<file path="src/verilog/cag_pkg.sv">
package cag_pkg;
	localparam int DATA_W = 16;
	localparam int PADDR_W = 24;
	localparam int PAGE_W = 9;
	localparam logic [PAGE_W-1:0] PAGE_RESET = 9'h001;
	localparam logic [PAGE_W-1:0] PAGE_ZERO = 9'h000;
	localparam logic [15:0] SP_RESET = 16'h1000;
	localparam logic [15:0] WORD_STEP = 16'h0002;
	localparam logic [7:0] TBLPAGE_RESET = 8'h00;
	localparam int EA_HALF_BIT = 15;
	localparam int CFG_PAGE_BIT = 7;

	localparam logic [7:0] OFF_DATA_PAGE = 8'h00;
	localparam logic [7:0] OFF_TABLE_PAGE = 8'h04;
	localparam logic [7:0] OFF_STACK_PTR = 8'h08;
	localparam logic [7:0] OFF_STATUS = 8'h0C;
	localparam logic [7:0] OFF_ENABLE = 8'h10;
	localparam logic [7:0] OFF_CLEAR = 8'h14;

	localparam int STK_FAULT_BIT = 2;
	localparam int ADDR_ERR_BIT = 3;
	localparam logic [15:0] EVT_MASK = 16'h000C;
	localparam logic [15:0] EVT_RESET = 16'h0000;

	typedef enum logic [2:0] {
		CAG_OP_NONE = 3'b000,
		CAG_OP_DATA = 3'b001,
		CAG_OP_CALL = 3'b010,
		CAG_OP_EXC = 3'b011,
		CAG_OP_PUSH = 3'b100,
		CAG_OP_POP = 3'b101,
		CAG_OP_TABLE = 3'b110,
		CAG_OP_PSV = 3'b111
	} cag_op_type;

	typedef enum logic {
		CAG_IDLE = 1'b0,
		CAG_PUSH_HI = 1'b1
	} cag_state_type;

	typedef struct packed {
		cag_op_type op;
		logic write;
		logic use_frame;
		logic frame_active_flag;
		logic [15:0] effective_address;
		logic [15:0] wdata;
		logic [22:0] pc;
		logic [7:0] status_low_byte;
	} cag_req_type;

	typedef struct packed {
		logic valid;
		logic prog_space;
		logic write;
		logic lsw_only;
		logic [PADDR_W-1:0] addr;
		logic [15:0] wdata;
	} cag_mem_type;
endpackage
</file>
<file path="src/verilog/cag_addr_gen.sv">
`timescale 1ns/10ps

module cag_addr_gen (
	input wire logic core_clk,
	input wire logic rst,
	input wire logic wb_cyc_i,
	input wire logic wb_stb_i,
	input wire logic wb_we_i,
	input wire logic [7:0] wb_adr_i,
	input wire logic [3:0] wb_sel_i,
	input wire logic [31:0] wb_dat_i,
	output logic [31:0] wb_dat_o,
	output logic wb_ack_o,
	input wire cag_pkg::cag_req_type req,
	output logic req_ready,
	output cag_pkg::cag_mem_type mem,
	output logic [cag_pkg::PADDR_W-1:0] fetch_addr,
	output logic addr_error_trap,
	output logic stack_error_trap,
	output logic irq
);
	import cag_pkg::*;

	logic [PAGE_W-1:0] data_read_page_reg;
	logic [7:0] table_page_reg;
	logic [15:0] stack_pointer_reg;
	logic [15:0] status_reg;
	logic [15:0] enable_reg;
	cag_state_type state_reg;
	logic [15:0] hi_word_reg;
	logic ack_reg;
	logic [31:0] rdata_reg;
	cag_mem_type mem_reg;
	logic [PADDR_W-1:0] fetch_reg;
	logic aerr_reg;
	logic serr_reg;
	logic irq_reg;
	logic ready_reg;

	function automatic logic hit(input logic [7:0] adr, input logic [7:0] off);
		hit = (adr[7:2] == off[7:2]);
	endfunction

	// Bus decode; the ack goes high one cycle after the request and lasts one cycle
	wire bus_req = wb_cyc_i & wb_stb_i & ~ack_reg;
	wire bus_wr = bus_req & wb_we_i & wb_sel_i[0];
	wire bus_wr_hi = bus_req & wb_we_i & wb_sel_i[1];
	wire wr_page = bus_wr & hit(wb_adr_i, OFF_DATA_PAGE);
	wire wr_tbl = bus_wr & hit(wb_adr_i, OFF_TABLE_PAGE);
	wire wr_sp = bus_wr & bus_wr_hi & hit(wb_adr_i, OFF_STACK_PTR);
	wire wr_en = bus_wr & hit(wb_adr_i, OFF_ENABLE);
	wire wr_clr = bus_wr & hit(wb_adr_i, OFF_CLEAR);
	wire [PAGE_W-1:0] page_wdata = {wb_dat_i[8] & wb_sel_i[1], wb_dat_i[7:0]};
	wire page_write_ok = wr_page & (page_wdata != PAGE_ZERO);

	wire [31:0] rd_mux =
		hit(wb_adr_i, OFF_DATA_PAGE) ? {23'h000000, data_read_page_reg} :
		hit(wb_adr_i, OFF_TABLE_PAGE) ? {24'h000000, table_page_reg} :
		hit(wb_adr_i, OFF_STACK_PTR) ? {16'h0000, stack_pointer_reg} :
		hit(wb_adr_i, OFF_STATUS) ? {16'h0000, status_reg} :
		hit(wb_adr_i, OFF_ENABLE) ? {16'h0000, enable_reg} :
		32'h00000000;

	// Request decode
	wire idle = (state_reg == CAG_IDLE);
	wire take = idle & (req.op != CAG_OP_NONE);
	wire op_data = take & (req.op == CAG_OP_DATA);
	wire op_pc = take & ((req.op == CAG_OP_CALL) | (req.op == CAG_OP_EXC));
	wire op_push = take & (req.op == CAG_OP_PUSH);
	wire op_pop = take & (req.op == CAG_OP_POP);
	wire op_tbl = take & (req.op == CAG_OP_TABLE);
	wire op_psv = take & (req.op == CAG_OP_PSV);

	wire [15:0] ea = req.effective_address;
	// Frame pointer accesses stay in the base range while the frame is active
	wire unpaged = req.use_frame & req.frame_active_flag;
	wire eds_hit = ea[EA_HALF_BIT] & ~unpaged;
	wire page_zero = (data_read_page_reg == PAGE_ZERO);
	wire data_aerr = op_data & eds_hit & page_zero;
	wire psv_aerr = op_psv & (page_zero | req.write);

	wire [PADDR_W-1:0] data_addr = eds_hit ?
		{data_read_page_reg, ea[14:0]} :
		{8'h00, ea};
	wire [PADDR_W-1:0] tbl_addr = {table_page_reg, ea};
	wire [PADDR_W-1:0] psv_addr = {data_read_page_reg, ea[14:1], 1'b0};
	wire [PADDR_W-1:0] sp_addr = {8'h00, stack_pointer_reg};

	// Stack error: a push past the top of base space or a pop below zero
	wire sp_top = (stack_pointer_reg == 16'hFFFE);
	wire sp_bottom = (stack_pointer_reg == 16'h0000);
	wire push_err = (op_pc | op_push) & sp_top;
	wire hi_err = (state_reg == CAG_PUSH_HI) & sp_top;
	wire pop_err = op_pop & sp_bottom;
	wire stk_err = push_err | pop_err | hi_err;

	wire [15:0] sp_inc = stack_pointer_reg + WORD_STEP;
	wire [15:0] sp_dec = stack_pointer_reg - WORD_STEP;
	wire sp_up = ((op_pc | op_push) & ~push_err) |
		((state_reg == CAG_PUSH_HI) & ~hi_err);
	wire sp_down = op_pop & ~pop_err;
	wire [15:0] sp_core = sp_up ? sp_inc : sp_down ? sp_dec : stack_pointer_reg;
	wire [15:0] sp_sw = {wb_dat_i[15:1], 1'b0};
	// The core owns the pointer while it moves it; a bus write in that cycle is lost
	wire [15:0] stack_pointer_next = (sp_up | sp_down) ? sp_core :
		wr_sp ? sp_sw : stack_pointer_reg;

	wire [15:0] call_hi = {9'h000, req.pc[22:16]};
	wire [15:0] exc_hi = {req.status_low_byte, 1'b0, req.pc[22:16]};

	// Memory request, registered and driven on mem the next cycle
	cag_mem_type mem_next;
	always_comb begin
		mem_next = '0;
		if (state_reg == CAG_PUSH_HI) begin
			mem_next.valid = ~hi_err;
			mem_next.write = 1'b1;
			mem_next.addr = sp_addr;
			mem_next.wdata = hi_word_reg;
		end else if (op_data) begin
			mem_next.valid = ~data_aerr;
			mem_next.write = req.write;
			mem_next.addr = data_addr;
			mem_next.wdata = req.wdata;
		end else if (op_pc | op_push) begin
			mem_next.valid = ~push_err;
			mem_next.write = 1'b1;
			mem_next.addr = sp_addr;
			mem_next.wdata = op_pc ? req.pc[15:0] : req.wdata;
		end else if (op_pop) begin
			mem_next.valid = ~pop_err;
			mem_next.addr = {8'h00, sp_dec};
		end else if (op_tbl) begin
			mem_next.valid = 1'b1;
			mem_next.prog_space = 1'b1;
			mem_next.write = req.write;
			mem_next.addr = tbl_addr;
			mem_next.wdata = req.wdata;
		end else if (op_psv) begin
			mem_next.valid = ~psv_aerr;
			mem_next.prog_space = 1'b1;
			mem_next.lsw_only = 1'b1;
			mem_next.addr = psv_addr;
		end
	end

	wire cag_state_type state_next = op_pc & ~push_err ? CAG_PUSH_HI : CAG_IDLE;
	wire [15:0] evt_set = ({15'h0000, stk_err} << STK_FAULT_BIT) |
		({15'h0000, data_aerr | psv_aerr} << ADDR_ERR_BIT);
	wire [15:0] clr_bits = wr_clr ? {wb_dat_i[15:8] & {8{wb_sel_i[1]}}, wb_dat_i[7:0]} : 16'h0000;
	// A new event in the clearing cycle survives the clear
	wire [15:0] status_next = ((status_reg & ~clr_bits) | evt_set) & EVT_MASK;
	wire [15:0] enable_next = wr_en ? (wb_dat_i[15:0] & EVT_MASK) : enable_reg;

	always_ff @(posedge core_clk) begin
		if (rst) begin
			data_read_page_reg <= PAGE_RESET;
			stack_pointer_reg <= SP_RESET;
			table_page_reg <= TBLPAGE_RESET;
		end else begin
			if (page_write_ok)
				data_read_page_reg <= page_wdata;
			if (wr_tbl)
				table_page_reg <= wb_dat_i[7:0];
			stack_pointer_reg <= stack_pointer_next;
		end
	end

	always_ff @(posedge core_clk) begin
		if (rst) begin
			state_reg <= CAG_IDLE;
			hi_word_reg <= 16'h0000;
			mem_reg <= '0;
			fetch_reg <= '0;
			aerr_reg <= 1'b0;
			serr_reg <= 1'b0;
			ready_reg <= 1'b0;
		end else begin
			state_reg <= state_next;
			if (op_pc)
				hi_word_reg <= (req.op == CAG_OP_EXC) ? exc_hi : call_hi;
			mem_reg <= mem_next;
			fetch_reg <= {1'b0, req.pc[22:1], 1'b0};
			aerr_reg <= data_aerr | psv_aerr;
			serr_reg <= stk_err;
			ready_reg <= (state_next == CAG_IDLE);
		end
	end

	always_ff @(posedge core_clk) begin
		if (rst) begin
			status_reg <= EVT_RESET;
			enable_reg <= EVT_RESET;
			irq_reg <= 1'b0;
			ack_reg <= 1'b0;
			rdata_reg <= 32'h00000000;
		end else begin
			status_reg <= status_next;
			enable_reg <= enable_next;
			irq_reg <= |(status_next & enable_next);
			ack_reg <= bus_req;
			if (bus_req)
				rdata_reg <= wb_we_i ? 32'h00000000 : rd_mux;
		end
	end

	assign wb_ack_o = ack_reg;
	assign wb_dat_o = rdata_reg;
	assign req_ready = ready_reg;
	assign mem = mem_reg;
	assign fetch_addr = fetch_reg;
	assign addr_error_trap = aerr_reg;
	assign stack_error_trap = serr_reg;
	assign irq = irq_reg;
endmodule

</file>
<file path="config.mk">
export PLATFORM = sky130hd
export DESIGN_NAME = cag_addr_gen
export DESIGN_NICKNAME = d
export VERILOG_FILES = /design/src/verilog/cag_pkg.sv /design/src/verilog/cag_addr_gen.sv
export SDC_FILE = /design/constraint.sdc
export NUM_CORES = 1
export LEC_CHECK = 0
export BUFFER_PORTS_ARGS = -buffer_cell sky130_fd_sc_hd__buf_2
export CAP_MARGIN = 10
export CORE_MARGIN = 5
export CORE_UTILIZATION = 37
export CTS_BUF_LIST = sky130_fd_sc_hd__clkbuf_4
export DETAILED_ROUTE_END_ITERATION = 7
export SYNTH_ARGS = -nofsm -noshare
export SYNTH_HDL_FRONTEND = slang
export SYNTH_SLANG_ARGS = --single-unit
</file>
<file path="constraint.sdc">
create_clock -name core_clk -period 2.3 [get_ports core_clk]
set_input_delay 0.345 -clock core_clk [delete_from_list [all_inputs] [get_ports core_clk]]
set_output_delay 0.345 -clock core_clk [all_outputs]
set_load 0.01 [all_outputs]
</file>
==> run summary <==
Leak - 3.98 nW
most frequent cells in the layout - buf_2, dfxtp_1, buf_4
drt drc - 0
Final setup viols - 2
Port Buf Inserts - 184
CP startpoint kind - register
reg2reg path depth - 6
Hold Vio Cnt, Final - 0
Die Wd - 144 µm
worst min path class - input port to register
Vias/cell - 5.31
unrepaired setup endpoints after global routing - yes
Cells after Synth - 795
Yosys Warn Count - 0
gr usage total - 22.5%
Hold Crit Start - req[13]
clock-pin slew of the registers on the worst-case setup and hold paths - 160 ps
io pins - 223
row count - 49
Fin Setup TNS - -63.5 ps
CTS tree - done
hold depth - 2
Final Cycle Share - 103%
M3 GR Usage - 5.13%
post-route setup slack - -57.5 ps
CTS H-tree depth - 4
WL final - 23.9 mm
top_reg_cell synth - dfxtp_1
origin of the critical flop-to-flop path - stack_pointer_reg[4]
Peak VDD IR - 336 µV
share of cells above drive strength 1 - 34.3%
TritonRoute pass-1 iters - 5
cell area power density - 616 mW/mm²
final non-filler cell total - 1307
commonest non-fill, non-tap cell in the layout - buf_2
nets - 1184
EDFF count, synth - 0
initial antenna violation count - 1
first-pass GRT wire length - 36.4 mm
layer with the highest usage - met2
WP data required - 2740 ps
Routed Antenna Nets - 0
achievable clock frequency - 424 MHz
slew margin rel. - 30.7%
Cells after DPL - 1241
Worst Setup End Kind - register
clock skew - 25.9 ps
critical path class - register to register
Routed WL per cell - 18.3 µm
Final Max Tran Viols - 0
met2 global-route usage - 35.3%
initial DRC count - 410
Async S/R FF share, synth - 0%
slew at the pin closest to its max-slew limit - 1030 ps
Synth Area per Inst - 8.37 µm²
largest net degree at the start of global routing - 103
Die H - 144 µm
vias in the first global route - 6702
Max clock buf depth - 2
clock sinks - 139
DP Wirelength - 17.7 mm
crit path DAT - 2800 ps
core area - 0.0178 mm²
design area - 0.00913 mm²
Num CTS Buffers - 17
failing checks - negative setup slack
# fillers - 1760
Mapped Area - 0.00666 mm²
max-cap violations - 0
global route overflow - 0
highest net fanout along the worst path - 5
Seq. cell area - 0.00279 mm²
global-route met1 utilization - 30.8%
dpl cell area - 0.00832 mm²
crit path from - stack_pointer_reg[4]
worst-skew pair later-pin latency - 570 ps
vias - 6940
Final min period - 2360 ps
max FFs per register - 44
CTS root buffer - clkbuf_4
status - finished with violations
Seq cells post-synth - 139
Synth cell types - 68
die area - 0.0208 mm²
sequential share of the synthesized area - 41.8%
initial cell density of the core - 37.3%
Layout area overhead - 37.1%
area of the multi-input gates - 0.00365 mm²
GP Congestion - 0.917
through the flow:
step	util [%]	hold WS, ps	total power, W	setup WS (ps)
global placement	46.6	439	0.00374	-118
detailed placement	46.6	443	0.00375	-131
global route	51.1	13.0	0.00590	-101
finish	51.1	65.2	0.00563	-57.5
CTS	50.2	12.0	0.00563	-32.6
floorplan	-	432	0.00325	-0.695
kinds of logic (layout without fill, tap and decap cells):
family	Yosys count	count (layout)	synth area share [%]
AO/OA/AOI/OAI	203	203	21.1
XOR/XNOR	13	13	1.71
adder cells (fa/ha/maj)	2	2	0.376
buffers and inverters	97	362	6.92
flip-flops	139	139	41.8
multiplexers	26	26	3.95
other	1	19	0.0563
AND/OR/NAND/NOR	314	314	24.1
power breakdown:
group          total, W  switching, W  internal (W)
Sequential      0.00255     0.0000399       0.00251
Clock           0.00182       0.00111      0.000709
Combinational   0.00125      0.000699      0.000556
Total           0.00563       0.00185       0.00378
per-layer routing:
| layer | up-vias | wire (µm) |
|---|---|---|
| li1 | 3376 | - |
| met1 | 3218 | 10500 |
| met2 | 310 | 11000 |
| met3 | 36 | 1950 |
| met4 | 0 | 434 |
| met5 | - | 0 |
critical path, stage by stage (launching register included):
cell	delay, ps
dfxtp_2	350
or4_4	530
or4_4	480
o21a_4	260
or4_4	480
o21ai_2	70
a2111oi_2	40
synth_stat cells (all sizes together) (4+ instances only):
library cell,number,area (µm²)
or4,6,56.3
nor2,71,283
a22o,7,61.3
nor3,37,200
dfxtp,139,2780
buf,30,209
a2111oi,7,68.8
and2,5,31.3
a211oi,10,75.1
nor4,13,96.3
or2,6,37.5
nand3,33,165
clkbuf,52,195
a31oi,5,31.3
a22oi,18,135
nor3b,5,42.5
nand2,74,278
o221ai,4,35.0
nand4,6,37.5
o21ai,27,143
xor2,7,61.3
a21oi,56,284
inv,12,45.0
a221oi,15,138
xnor2,6,52.6
nor2b,43,269
o22ai,14,87.6
or3,4,25.0
o31ai,7,52.6
o221a,4,45.0
o211ai,6,45.0
a21o,5,37.5
mux2i,24,240
area by class of cell:
type,count,area share [%]
repair buffers,315,22.2
clock buffers,17,1.40
clock inverters,15,2.11
well taps,229,3.14
diodes,1,0.0274
flip-flops and latches,139,30.5
multi-input cells,576,40.0
inverters,15,0.617
final timing paths:
path | to | slack [ps]
setup / recovery | stack_pointer_reg[9] | -60
hold / removal | fetch_addr[5] | 70
setup reg to reg | stack_pointer_reg[9] | -60
hold reg to reg | hi_word_reg[13] | 460
repair_timing:
action                                  in CTS  in global routing
hold buffers                                30                  0
gates resized for setup                      3                 34
endpoints found under the hold margin       37                  0
endpoints found under the setup margin      14                 20
setup buffers                                1                  2
pin swaps                                    2                 13
Note: power is estimated with default switching activity, not from simulation.
